[src/pkg/port_de_pkg.sv]
package port_de_pkg;

  // ****************************************
  // Register byte addresses
  // ****************************************
  localparam logic [11:0] BANK_D_PIN_DATA_ADDR = 12'h000;
  localparam logic [11:0] BANK_D_OUTPUT_LATCH_ADDR = 12'h004;
  localparam logic [11:0] BANK_D_DIRECTION_ADDR = 12'h008;
  localparam logic [11:0] BANK_E_PIN_DATA_ADDR = 12'h00c;
  localparam logic [11:0] BANK_E_OUTPUT_LATCH_ADDR = 12'h010;
  localparam logic [11:0] BANK_E_CTRL_ADDR = 12'h014;
  localparam logic [11:0] CONVERTER_PIN_CONFIG_ADDR = 12'h018;

  // ****************************************
  // Field positions
  // ****************************************
  localparam int INPUT_FULL_BIT = 7;
  localparam int OUTPUT_FULL_BIT = 6;
  localparam int INPUT_OVERRUN_BIT = 5;
  localparam int SLAVE_SELECT_BIT = 4;
  localparam int READ_STROBE_PIN = 0;
  localparam int WRITE_STROBE_PIN = 1;
  localparam int CHIP_SELECT_PIN = 2;

  // ****************************************
  // Reset values
  // ****************************************
  localparam logic [7:0] BANK_D_DIRECTION_RESET = 8'hff;
  localparam logic [2:0] BANK_E_DIRECTION_RESET = 3'h7;
  localparam logic [7:0] LATCH_RESET = 8'h00;
  localparam logic [3:0] CONVERTER_CONFIG_RESET = 4'h0;
  // Field values at or above this make all three bank E pins digital
  localparam logic [2:0] ALL_DIGITAL_CONFIG = 3'h7;

  typedef enum logic [1:0]
  {
    STROBE_IDLE = 2'b00,
    STROBE_ACTIVE = 2'b01
  } strobe_state_type;

endpackage

[src/verilog/port_d_e_io.sv]
`timescale 1ns/1ps
// Overview of operation
// Bank D direction bit one tristates the pin driver, making it an input.
// Bank D direction bit zero drives the output latch onto the pin.
// Bank D direction resets to all ones.
// Bank D latch register reads return latch contents, not pins.
// Control bit 4 selects slave-port mode for bank D.
// Bank E pins each have a direction bit; one input, zero drives latch.
// Bank E latch register reads return latch contents.
// Bank E pins configured analog read as zero.
// Bank E direction still controls drivers while pins are analog.
// Bank E pins are analog after reset.
// Input-full flag bit 7 shows an unread external byte; resets zero.
// Output-full flag bit 6 shows a CPU byte not yet read externally.
// Input-overrun bit 5 sets on write while input full; software clears.
// Control bit 3 reads as zero.
// Selected low read strobe makes the device drive bank D register out.
// Selected low write strobe loads bank D register from the bus.
// Chip select is active low; deselected strobes are ignored.
// External write is recognised when select and write first both low.
// External read is recognised when select and read first both low.
// Software sets bank E to digital inputs before slave-port use.
// Input-full sets on external write, clears on CPU read of bank D.
// Output-full sets on CPU write in slave mode, clears on external read.
module port_d_e_io #(
  parameter int PORT_D_WIDTH = 8,
  parameter int PORT_E_WIDTH = 3
) (
  // Clock and reset
  input wire logic clk_sys,
  input wire logic reset,
  // APB slave
  input wire logic psel,
  input wire logic penable,
  input wire logic pwrite,
  input wire logic [11:0] paddr,
  input wire logic [31:0] pwdata,
  output logic [31:0] prdata,
  output logic pready,
  output logic pslverr,
  // Bank D pins
  input wire logic [PORT_D_WIDTH-1:0] bankDIn,
  output logic [PORT_D_WIDTH-1:0] bankDOut,
  output logic [PORT_D_WIDTH-1:0] bankDOutEn_n,
  // Bank E pins
  input wire logic [PORT_E_WIDTH-1:0] bankEIn,
  output logic [PORT_E_WIDTH-1:0] bankEOut,
  output logic [PORT_E_WIDTH-1:0] bankEOutEn_n
);

  // Widths are fixed by the register layout, so other values are refused
  if (PORT_D_WIDTH != 8 || PORT_E_WIDTH != 3)
  begin
    $error("port_d_e_io serves only an 8-bit and a 3-bit bank");
  end

  // ****************************************
  // Register state
  // ****************************************
  logic [7:0] bankDLatch_q;
  logic [7:0] bankDDir_q;
  logic [2:0] bankELatch_q;
  logic [2:0] bankEDir_q;
  logic slaveSelect_q;
  logic inputFull_q;
  logic outputFull_q;
  logic inputOverrun_q;
  logic [3:0] convConfig_q;
  logic [7:0] slaveInByte_q;
  port_de_pkg::strobe_state_type wrState_q;
  port_de_pkg::strobe_state_type rdState_q;

  logic apbAccess;
  logic apbWrite;
  logic apbRead;
  logic mapped;
  logic extWrite;
  logic extRead;
  logic extWriteLevel;
  logic extReadLevel;
  logic [2:0] bankEDigital;
  logic [7:0] readData;

  function automatic logic hit(input logic [11:0] a, input logic [11:0] b);
    hit = (a[11:2] == b[11:2]);
  endfunction

  assign apbAccess = psel && penable;
  // Side effects only in the first access cycle, so a held access cannot act twice
  assign apbWrite = apbAccess && pwrite && !pready;
  assign apbRead = apbAccess && !pwrite && !pready;

  // ****************************************
  // Slave-port strobe detection
  // ****************************************
  // Strobes are only honoured in slave mode; chip select low selects
  assign extWriteLevel = slaveSelect_q && !bankEIn[port_de_pkg::CHIP_SELECT_PIN]
    && !bankEIn[port_de_pkg::WRITE_STROBE_PIN];
  assign extReadLevel = slaveSelect_q && !bankEIn[port_de_pkg::CHIP_SELECT_PIN]
    && !bankEIn[port_de_pkg::READ_STROBE_PIN];
  // One event per strobe, on the first cycle both are seen low
  assign extWrite = extWriteLevel && (wrState_q == port_de_pkg::STROBE_IDLE);
  assign extRead = extReadLevel && (rdState_q == port_de_pkg::STROBE_IDLE);

  // A strobe held low yields one event; it must be seen high again to rearm
  function automatic port_de_pkg::strobe_state_type nextStrobe(
    input port_de_pkg::strobe_state_type cur,
    input logic level
  );
    case (cur)
      port_de_pkg::STROBE_IDLE:
        nextStrobe = level ? port_de_pkg::STROBE_ACTIVE : port_de_pkg::STROBE_IDLE;
      port_de_pkg::STROBE_ACTIVE:
        nextStrobe = level ? port_de_pkg::STROBE_ACTIVE : port_de_pkg::STROBE_IDLE;
      default:
        nextStrobe = port_de_pkg::STROBE_IDLE;
    endcase
  endfunction

  always_ff @(posedge clk_sys or posedge reset)
  begin
    if (reset)
      wrState_q <= port_de_pkg::STROBE_IDLE;
    else
      wrState_q <= nextStrobe(wrState_q, extWriteLevel);
  end

  always_ff @(posedge clk_sys or posedge reset)
  begin
    if (reset)
      rdState_q <= port_de_pkg::STROBE_IDLE;
    else
      rdState_q <= nextStrobe(rdState_q, extReadLevel);
  end

  // Bank D data from the external master lands here
  always_ff @(posedge clk_sys or posedge reset)
  begin
    if (reset)
      slaveInByte_q <= port_de_pkg::LATCH_RESET;
    else if (extWrite)
      slaveInByte_q <= bankDIn;
  end

  // ****************************************
  // Software registers
  // ****************************************
  always_ff @(posedge clk_sys or posedge reset)
  begin
    if (reset)
    begin
      bankDLatch_q <= port_de_pkg::LATCH_RESET;
      bankELatch_q <= port_de_pkg::LATCH_RESET[2:0];
      bankDDir_q <= port_de_pkg::BANK_D_DIRECTION_RESET;
      bankEDir_q <= port_de_pkg::BANK_E_DIRECTION_RESET;
      slaveSelect_q <= 1'b0;
      convConfig_q <= port_de_pkg::CONVERTER_CONFIG_RESET;
    end
    else if (apbWrite)
    begin
      if (hit(paddr, port_de_pkg::BANK_D_PIN_DATA_ADDR)
          || hit(paddr, port_de_pkg::BANK_D_OUTPUT_LATCH_ADDR))
        bankDLatch_q <= pwdata[7:0];
      if (hit(paddr, port_de_pkg::BANK_E_PIN_DATA_ADDR)
          || hit(paddr, port_de_pkg::BANK_E_OUTPUT_LATCH_ADDR))
        bankELatch_q <= pwdata[2:0];
      if (hit(paddr, port_de_pkg::BANK_D_DIRECTION_ADDR))
        bankDDir_q <= pwdata[7:0];
      if (hit(paddr, port_de_pkg::BANK_E_CTRL_ADDR))
      begin
        bankEDir_q <= pwdata[2:0];
        slaveSelect_q <= pwdata[port_de_pkg::SLAVE_SELECT_BIT];
      end
      if (hit(paddr, port_de_pkg::CONVERTER_PIN_CONFIG_ADDR))
        convConfig_q <= pwdata[3:0];
    end
  end

  // ****************************************
  // Slave-port status flags
  // ****************************************
  logic cpuReadD;
  logic cpuWriteD;
  assign cpuReadD = apbRead && hit(paddr, port_de_pkg::BANK_D_PIN_DATA_ADDR);
  assign cpuWriteD = apbWrite && slaveSelect_q
    && hit(paddr, port_de_pkg::BANK_D_PIN_DATA_ADDR);

  // Set wins over a clear arriving in the same cycle
  always_ff @(posedge clk_sys or posedge reset)
  begin
    if (reset)
    begin
      inputFull_q <= 1'b0;
      outputFull_q <= 1'b0;
      inputOverrun_q <= 1'b0;
    end
    else
    begin
      if (extWrite)
        inputFull_q <= 1'b1;
      else if (cpuReadD)
        inputFull_q <= 1'b0;
      if (cpuWriteD)
        outputFull_q <= 1'b1;
      else if (extRead)
        outputFull_q <= 1'b0;
      if (extWrite && inputFull_q)
        inputOverrun_q <= 1'b1;
      else if (apbWrite && hit(paddr, port_de_pkg::BANK_E_CTRL_ADDR)
               && !pwdata[port_de_pkg::INPUT_OVERRUN_BIT])
        inputOverrun_q <= 1'b0;
    end
  end

  // ****************************************
  // Pin drivers
  // ****************************************
  // Slave mode turns bank D around under the external read strobe
  always_ff @(posedge clk_sys or posedge reset)
  begin
    if (reset)
    begin
      bankDOut <= port_de_pkg::LATCH_RESET;
      bankDOutEn_n <= port_de_pkg::BANK_D_DIRECTION_RESET;
      bankEOut <= port_de_pkg::LATCH_RESET[2:0];
      bankEOutEn_n <= port_de_pkg::BANK_E_DIRECTION_RESET;
    end
    else
    begin
      bankDOut <= bankDLatch_q;
      if (slaveSelect_q)
        bankDOutEn_n <= extReadLevel ? 8'h00 : 8'hff;
      else
        bankDOutEn_n <= bankDDir_q;
      bankEOut <= bankELatch_q;
      // Direction rules even for analog pins; software must keep inputs
      bankEOutEn_n <= bankEDir_q;
    end
  end

  // ****************************************
  // APB read path
  // ****************************************
  // Simplified converter map: a field of 7 or more makes all pins digital
  assign bankEDigital = (convConfig_q[2:0] >= port_de_pkg::ALL_DIGITAL_CONFIG)
    ? 3'h7 : 3'h0;
  assign mapped = paddr[11:2] <= port_de_pkg::CONVERTER_PIN_CONFIG_ADDR[11:2];

  always_comb
  begin
    readData = 8'h00;
    if (hit(paddr, port_de_pkg::BANK_D_PIN_DATA_ADDR))
      readData = slaveSelect_q ? slaveInByte_q : bankDIn;
    else if (hit(paddr, port_de_pkg::BANK_D_OUTPUT_LATCH_ADDR))
      readData = bankDLatch_q;
    else if (hit(paddr, port_de_pkg::BANK_D_DIRECTION_ADDR))
      readData = bankDDir_q;
    else if (hit(paddr, port_de_pkg::BANK_E_PIN_DATA_ADDR))
      readData = {5'h00, bankEIn & bankEDigital};
    else if (hit(paddr, port_de_pkg::BANK_E_OUTPUT_LATCH_ADDR))
      readData = {5'h00, bankELatch_q};
    else if (hit(paddr, port_de_pkg::BANK_E_CTRL_ADDR))
      readData = {inputFull_q, outputFull_q, inputOverrun_q, slaveSelect_q,
                  1'b0, bankEDir_q};
    else if (hit(paddr, port_de_pkg::CONVERTER_PIN_CONFIG_ADDR))
      readData = {4'h0, convConfig_q};
  end

  // Answer one cycle into the access phase; pready pulses for a single cycle
  always_ff @(posedge clk_sys or posedge reset)
  begin
    if (reset)
    begin
      pready <= 1'b0;
      pslverr <= 1'b0;
      prdata <= 32'h00000000;
    end
    else
    begin
      pready <= apbAccess && !pready;
      pslverr <= apbAccess && !pready && !mapped;
      prdata <= (apbRead && !pready) ? {24'h000000, readData} : 32'h00000000;
    end
  end
endmodule

[config.mk]
export PLATFORM = sky130hd
export DESIGN_NAME = port_d_e_io
export DESIGN_NICKNAME = d
export VERILOG_FILES = /design/src/pkg/port_de_pkg.sv /design/src/verilog/port_d_e_io.sv
export SDC_FILE = /design/constraint.sdc
export NUM_CORES = 1
export LEC_CHECK = 0
export BUFFER_PORTS_ARGS = -buffer_cell sky130_fd_sc_hd__buf_4
export CORE_UTILIZATION = 35
export CTS_BUF_LIST = sky130_fd_sc_hd__clkbuf_8
export CTS_CLUSTER_SIZE = 8
export DETAILED_ROUTE_END_ITERATION = 10
export MAX_ROUTING_LAYER = met4
export PLACE_DENSITY_LB_ADDON = 0.05
export RECOVER_POWER = 100
export REMOVE_ABC_BUFFERS = 1
export SLEW_MARGIN = 10
export SYNTH_ARGS = -nofsm -noshare
export SYNTH_HDL_FRONTEND = slang
export SYNTH_SLANG_ARGS = --single-unit
[constraint.sdc]
create_clock -name clk_sys -period 2.6 [get_ports clk_sys]
set_clock_uncertainty 0.2 [all_clocks]
set_input_delay 0.65 -clock clk_sys [delete_from_list [all_inputs] [get_ports clk_sys]]
set_output_delay 0.65 -clock clk_sys [all_outputs]
set_load 0.03 [all_outputs]
**Word-level counts from Yosys, hierarchy flattened**

Cells that the tools add are included.

- Register bits after elaboration: 74
- Bits in read-only memories: 0
- Memories: 0
- Latch bits: 0
- RAM bits: 0

- Div/mod/pow operators: 0
- Order comparisons: 2
- Equality and inequality tests: 8
- Add/subtract/negate cells: 0
- Bitwise logic cells: 1
- Shifts and indexed selects: 0
- Reductions and logical operators: 41
- Multiplexer cells: 22
- Multipliers: 0

Operators with widths:

| cell | count |
|---|---|
| 8-bit 2-to-1 mux | 10 |
| 10-bit by 3-bit equality test with 1-bit output, second input constant | 3 |
| 10-bit by 2-bit equality test with 1-bit output, second input constant | 2 |
| 1-bit logical AND | 19 |
| 10-bit by 1-bit equality test with 1-bit output, second input constant | 1 |
| 10-bit by 3-bit less-or-equal comparator with 1-bit output, second input constant | 1 |
| 10-bit zero test | 1 |
| 1-bit 2-to-1 mux | 10 |
| 2-bit AND reduction | 5 |
| 1-bit zero test | 7 |
| 2-bit nonzero test | 3 |
| 2-bit by 1-bit equality test with 1-bit output, second input constant | 2 |
| 2-bit zero test | 2 |
| 4-bit 2-to-1 mux | 1 |
| 2-bit OR reduction | 2 |
| 3-bit bitwise AND | 1 |
| 3-bit >= comparator, second input constant | 1 |
| 3-bit 2-to-1 mux | 1 |
| 1-bit logical OR | 2 |

**Depth between registers and ports, before layout**

Gate-level depths: netlist (run 1).

- Depth after elaboration: 9
- Gate-level depth with buffers: 6
- Depth with buffers taken out: 4

**Worst setup path before layout (run 1)**

OpenSTA, ideal clock, no wires.

- Path kind: in2reg
- Start: in paddr[11]
- End: reg bankDLatch_q[0]
- Setup time: 0.125 ns
- Stages: 4
- Buffers on the path: 0
- Data required time: 2.275 ns
- Arrival time: 1.826 ns
- Path slack: 0.449 ns
- Cells stage by stage: nor3_1 -> nand4_2 -> nor3_4 -> mux2_2

- Word-level cells in the longest chain between the ends: 3
- Elaborated cells between the ends (all ways): 4

RTL lines:

| item | RTL line | text |
|---|---|---|
| from (decl) | port_d_e_io.sv:36 | `input wire logic [11:0] paddr,` |
| 10-bit by 1-bit equality test with 1-bit output / 10-bit zero test (equally long branches) | port_d_e_io.sv:85 | `hit = (a[11:2] == b[11:2]);` |
| 1-bit logical OR * | port_d_e_io.sv:162 | `\|\| hit(paddr, port_de_pkg::BANK_D_OUTPUT_LATCH_ADDR))` |
| 2-bit AND reduction (no source line) * | -- |  |
| to (signal assigned) | port_d_e_io.sv:152 | `bankDLatch_q <= port_de_pkg::LATCH_RESET;` |
| to (signal assigned) | port_d_e_io.sv:163 | `bankDLatch_q <= pwdata[7:0];` |
| to (decl) | port_d_e_io.sv:60 | `logic [7:0] bankDLatch_q;` |

Mark *: on every way between the ends. The rest lies on a longest branch, timed or not.
A chain may end at the register's enable or synchronous reset.

**Final worst setup path (run 1)**

- Start: in paddr[11]
- End: reg bankDDir_q[4]

- Word-level cells in the longest chain between the ends: 2

RTL lines:

| item | RTL line | text |
|---|---|---|
| 10-bit by 2-bit equality test with 1-bit output | port_d_e_io.sv:85 |  |
| 2-bit AND reduction (no source line) | -- |  |
| to (signal assigned) | port_d_e_io.sv:154 | `bankDDir_q <= port_de_pkg::BANK_D_DIRECTION_RESET;` |
| to (signal assigned) | port_d_e_io.sv:168 | `bankDDir_q <= pwdata[7:0];` |
| to (decl) | port_d_e_io.sv:61 | `logic [7:0] bankDDir_q;` |

No other way between the ends.

==> results.toml, run 1 <==
[setup_path]
worstReg2RegStart = "pready$_DFF_PP0_"
cp_top_family = "simple AND/OR/NAND/NOR gates"
path_common_cell = "clkbuf_1"
critPathKind = "input port to flop"
crit_end = "bankDDir_q[4]$_DFFE_PP1P_"
cp-end-kind = "flop"
worst-path-max-fanout = 5
crit_path_start = "paddr[11]"
rr_endpoint = "bankDDir_q[4]$_DFFE_PP1P_"
crit_slowest_cell = "mux2_2"
arrival_ps = 2340
rr_worst_depth = 5
rrSetupSlack_ps = 410
start_kind = "input port"
cp.depth = 7
cp.buffers_inverters = 3
worstPathRequired_ps = 2670
worstPathCellList = "clkbuf_4, nor3_1, clkbuf_1, and4_1, and2_0, clkbuf_1, mux2_2"
cpPeakStageDelay_ps = 380

[worst_hold_path]
worstHoldPathType = "flop to flop"
min_from = "bankEDir_q[2]$_DFFE_PP1P_"

[pwr]
total_power_uw = 2130
leakage_uw = 0.00177
power_density_nw_per_um2 = 558
vdd_drop_max_mv = 0.203

[clock_tree]
post_cts_resized = 0
htree_levels = 3
root_buffer = "clkbuf_8"
cts_sinks = 72
post_cts_buffers = 0
clockBufferDepth = 2
cts_tree = "built"
clk_pin_slew_ps = 70
cts_buffers = 9
clk_latency_ps = 340
holdBufCountCts = 0

[synth]
avgSynthCellArea_um2 = 12.4
synth_area_um2 = 3200
synth_flop_cell = "dfrtp_1"
ys_top_cells_by_area = "dfrtp_1 (39%), dfstp_2 (18%), mux2_2 (15%)"
synthArstFlopShare_pct = 100
yosysMostFrequentCell = "dfrtp_1"
yosysTopAreaCell = "dfrtp_1"
yosysUniqueCellTypes = 42
netlist.area_leader.share_pct = 39.1
synth_seq_cells = 72
synthCells = 258
synth-edff-count = 0
synthTopCellsByCount = "dfrtp_1 (50), mux2_2 (42), buf_4 (25), nor2_1 (24), dfstp_2 (22)"
synth_seq_area_share_pct = 57.1
ys_warn_count = 0

[final_layout]
design_area_um2 = 3820
n_antenna_cell = 0
n_fill_cell = 875
final_nets = 397
final_cells = 450
area_growth_pct = 19.4
final_layout_size_suffix_gt1_share_pct = 34.5
seq_area_um2 = 1830
multi_input_area_um2 = 1200

[sta]
finalCriticalPeriod_ps = 2280
timing.final.ws_setup_ps = 323
fin_crit_sh_pct = 87.6
timing.fmax_ghz = 0.439
tightestPinTransition_ps = 868
final_hold_viol_count = 0
slew-limit-headroom_pct = 42.1
maxSlewViolCount = 0
finalSetupViolCount = 0
grt_setup_unrepaired = "no"

[route]
vias = 2159
wire_per_inst_um = 15.5
drt_iter0_markers = 125
drtPass1Iterations = 7
vias_per_cell = 4.80
drc = 14
antenna_left = 0
wirelength_mm = 6.98

[floorplanning]
rows = 34
core_um2 = 8810
start_util_pct = 36.4
die_x_um = 97.6
die_h_um = 97.6
ios = 116
die-area_um2 = 9530

[placed_design]
gp_congestion = 0.863
placed_area_um2 = 3820
portBuffers = 65
dp_hpwl_mm = 5.04
dp_cells = 434
preCtsSetupSlack_ps = 143

[global_route]
grt_use_total_pct = 15.9
gr-total-overflow = 0
grt_max_degree = 38
grt_pass1_wl_mm = 11.1
grt_pass1_vias = 2097
antenna_found_initial = 0

[flow_run]
max_cap_viol_count = 0

[run_status]
violations = "design-rule violations"
status = "finished with violations"
flip-flops by register name (all words and copies together), names as in the netlist, 3 cells and up:
name / flops
bankEOut: 3
bankEDir_q: 3
convConfig_q: 4
bankELatch_q: 3
bankDLatch_q: 8
bankDDir_q: 8
bankDOut: 8
slaveInByte_q: 8
bankEOutEn_n: 3
bankDOutEn_n: 8
prdata: 8
area by class of cell:
| type | instances | area share [%] |
|---|---|---|
| Inverter | 5 | 0.491 |
| Tap cell | 108 | 3.53 |
| Timing Repair Buffer | 79 | 11.9 |
| Clock buffer | 12 | 4.32 |
| Clock inverter | 4 | 0.524 |
| Sequential cell | 72 | 47.8 |
| Multi-Input combinational cell | 170 | 31.3 |
cell families after synthesis:
family	Yosys count	share of synthesized area (%)
flip-flops	72	57.1
AND/OR/NAND/NOR	66	11.4
other	1	0.117
AO/OA/AOI/OAI	32	7.11
buffers and inverters	39	7.62
multiplexers	48	16.6
power breakdown:
group / internal, uW / switching (uW) / total [uW]
Combinational: 57.8 / 130 / 187
Clock: 416 / 394 / 811
Sequential: 1130 / 4.37 / 1130
Total: 1600 / 528 / 2130
how the worst min path moves through the flow:
stage | end | slack (ps) | cells past startpoint
2_1_floorplan | bankEOutEn_n[0]$_DFF_PP1_ | 160 | 0
3_3_place_gp | bankEOutEn_n[0]$_DFF_PP1_ | 160 | 0
3_5_place_dp | bankEOutEn_n[2]$_DFF_PP1_ | 170 | 0
4_1_cts | convConfig_q[2]$_DFFE_PP0P_ | 150 | 2
5_1_grt | bankEOutEn_n[1]$_DFF_PP1_ | 200 | 0
6_report | bankEOutEn_n[2]$_DFF_PP1_ | 190 | 0
stage by stage:
step,util (%),setup TNS [ps],hold WS [ps]
after detailed placement,43.3,0,167
final,43.4,0,190
after global routing,43.4,0,202
after global placement,43.3,0,165
after CTS,45.4,0,146
after floorplan,-,-1930,159
routing by layer:
layer / up-vias / track usage [%] / wire length [um]
met2: 87 / 21.8 / 3070
met3: 11 / 3.38 / 374
met4: 0 / 6.64 / 99
li1: 1018 / - / -
met5: - / - / 0
met1: 1043 / 22.6 / 3430
cells in the final DEF (no fill, tap or decap), types with 2 or more instances in the layout:
master,n
a22oi_1,2
o21ai_0,3
or3_1,2
nor3b_1,3
nand2b_1,6
inv_1,7
a21oi_1,9
dfrtp_1,50
mux2_2,42
nor2_1,24
nor2b_1,2
a22o_1,3
mux2i_1,6
nor3_1,5
dfstp_1,3
nand3_1,3
conb_1,24
buf_4,36
nand2_1,12
a32o_1,2
clkbuf_4,2
a31oi_1,2
clkbuf_1,39
nand4b_1,2
dfstp_2,19
o41ai_1,3
clkbuf_8,12
Note: power is estimated with default switching activity, not from simulation.
==> run 2: changes to the inputs <==
--- a/config.mk
+++ b/config.mk
@@ -7,7 +7,7 @@
 export LEC_CHECK = 0
 export BUFFER_PORTS_ARGS = -buffer_cell sky130_fd_sc_hd__buf_4
 export CORE_UTILIZATION = 35
-export CTS_BUF_LIST = sky130_fd_sc_hd__clkbuf_8
+export CTS_BUF_LIST = sky130_fd_sc_hd__clkbuf_16
 export CTS_CLUSTER_SIZE = 8
 export DETAILED_ROUTE_END_ITERATION = 10
 export MAX_ROUTING_LAYER = met4
==> run 2 against run 1 <==
- the run still ends with design-rule violations left
- maximum frequency is 0.63% higher
- first-iteration DRC count is 15% lower
- cell area is 2.4% higher
- sequential share of layout area is 1.1 points lower
- die area stayed put
- via count is 0.56% higher
- hold slack worse by 5.4 ps
- cell count stayed put
- non-clock buffer count stayed put
- flip-flop and latch count stayed put
- largest cell class unchanged
==> results.toml, run 2 (synthesized netlist as in run 1, its figures left out) <==
[worst_hold_path]
worstHoldPathType = "flop to flop"
min_path_cells = 0
holdPathEnd = "bankEOutEn_n[0]$_DFF_PP1_"
min_from = "bankEDir_q[0]$_DFFE_PP1P_"

[global_route]
grt_pass1_vias = 2078
grt_pass1_wl_mm = 11.1
grt_use_total_pct = 15.9
gr-total-overflow = 0
antenna_found_initial = 0
grt_max_degree = 38

[pwr]
leakage_uw = 0.00181
power_density_nw_per_um2 = 608
vdd_drop_max_mv = 0.311

[setup_path]
rrSetupSlack_ps = 450
path_common_cell = "nor3_1"
worstReg2RegStart = "pready$_DFF_PP0_"
worstPathCellList = "clkbuf_4, nor3_1, clkbuf_1, nand4_2, nor3_1, buf_12, mux2_2"
start_kind = "input port"
rr_endpoint = "bankDLatch_q[4]$_DFFE_PP0P_"
rr_worst_depth = 5
critPathKind = "input port to flop"
cp.buffers_inverters = 3
cp_top_family = "simple AND/OR/NAND/NOR gates"
cpPeakStageDelay_ps = 440
arrival_ps = 2270
crit_slowest_cell = "nor3_1"
worst-path-max-fanout = 8
worstPathRequired_ps = 2610
cp-end-kind = "flop"

[placed_design]
dp_cells = 434
dp_hpwl_mm = 5.04
gp_congestion = 0.863
portBuffers = 65

[sta]
finalCriticalPeriod_ps = 2260
fin_crit_sh_pct = 87.0
timing.fmax_ghz = 0.442
tightestPinTransition_ps = 923
finalSetupViolCount = 0
grt_setup_unrepaired = "no"
maxSlewViolCount = 0
slew-limit-headroom_pct = 38.4
final_hold_viol_count = 0

[floorplanning]
die-area_um2 = 9530
die_x_um = 97.6
ios = 116
die_h_um = 97.6
rows = 34
start_util_pct = 36.4
core_um2 = 8810

[final_layout]
final_cells = 450
final_core_util_pct = 44.4
n_fill_cell = 866
area_growth_pct = 22.2
final_common_cell = "dfrtp_1"
seq_area_um2 = 1830
final_nets = 397
multi_input_area_um2 = 1200
final_layout_size_suffix_gt1_share_pct = 33.9
layout_common_cells = "dfrtp_1 (50), mux2_2 (42), clkbuf_1 (38)"
n_antenna_cell = 0

[run_status]
status = "finished with violations"
violations = "design-rule violations"

[clock_tree]
htree_levels = 3
holdBufCountCts = 0
root_buffer = "clkbuf_16"
cts_sinks = 72
cts_buffers = 9
clk_pin_slew_ps = 60
clockBufferDepth = 2
cts_tree = "built"
post_cts_buffers = 0
clk_latency_ps = 320
post_cts_resized = 0

[route]
vias_per_cell = 4.82
antenna_left = 0
wirelength_mm = 6.98
drtPass1Iterations = 10
wire_per_inst_um = 15.5
vias = 2171
drt_iter0_markers = 106
drc = 14

[flow_run]
max_cap_viol_count = 0
[run 2: cell count changes in the layout (fill, tap and decap cells not counted), sizes merged]
| cell | previous run | this run |
|---|---|---|
| clkinv | 1 | 4 |
| buf | 37 | 39 |
| clkbuf | 54 | 49 |
[run 2: per-layer routing]
metal	GRT usage, %	up-vias	wire [um]
met5	-	-	0
met4	6.99	0	101
met3	3.17	12	380
met2	21.6	84	3110
met1	22.7	1056	3390
li1	-	1019	-
[run 2: through the flow]
| step | hold slack (ps) | area [um2] | worst slack (ps) | total power, uW | TNS, ps |
|---|---|---|---|---|---|
| 2_1_floorplan | 159 | 3060 | -38.5 | 1260 | -1930 |
| 3_3_place_gp | 165 | 3820 | 161 | 1350 | 0 |
| 3_5_place_dp | 167 | 3820 | 143 | 1350 | 0 |
| 4_1_cts | 176 | 4070 | 489 | 2410 | 0 |
| 5_1_grt | 199 | 3910 | 230 | 2480 | 0 |
| 6_report | 184 | 3910 | 337 | 2380 | 0 |
[run 2: worst max path at each step]
stage                    from                           to  slack (ps)  cells after the start
floorplan               reset  bankDLatch_q[0]$_DFFE_PP0P_         -40                      1
global placement     paddr[6]    slaveSelect_q$_DFFE_PP0P_         160                      5
detailed placement   paddr[6]    slaveSelect_q$_DFFE_PP0P_         140                      5
CTS                  paddr[6]    slaveSelect_q$_DFFE_PP0P_         490                      5
global route        paddr[11]  bankDLatch_q[7]$_DFFE_PP0P_         230                      7
finish              paddr[11]  bankDLatch_q[4]$_DFFE_PP0P_         340                      7
[run 2: final cells by class]
cell class	instances	share of cell area, %
Clock buffer	9	5.75
Multi-Input combinational cell	170	30.6
Sequential cell	72	46.7
Tap cell	108	3.45
Inverter	5	0.480
Clock inverter	7	0.799
Timing Repair Buffer	79	12.1
[run 2: report_power, final]
| group | switching (uW) | total [uW] | internal, uW |
|---|---|---|---|
| sequential | 4.37 | 1140 | 1130 |
| clock | 426 | 1050 | 626 |
| combinational | 130 | 191 | 60.5 |
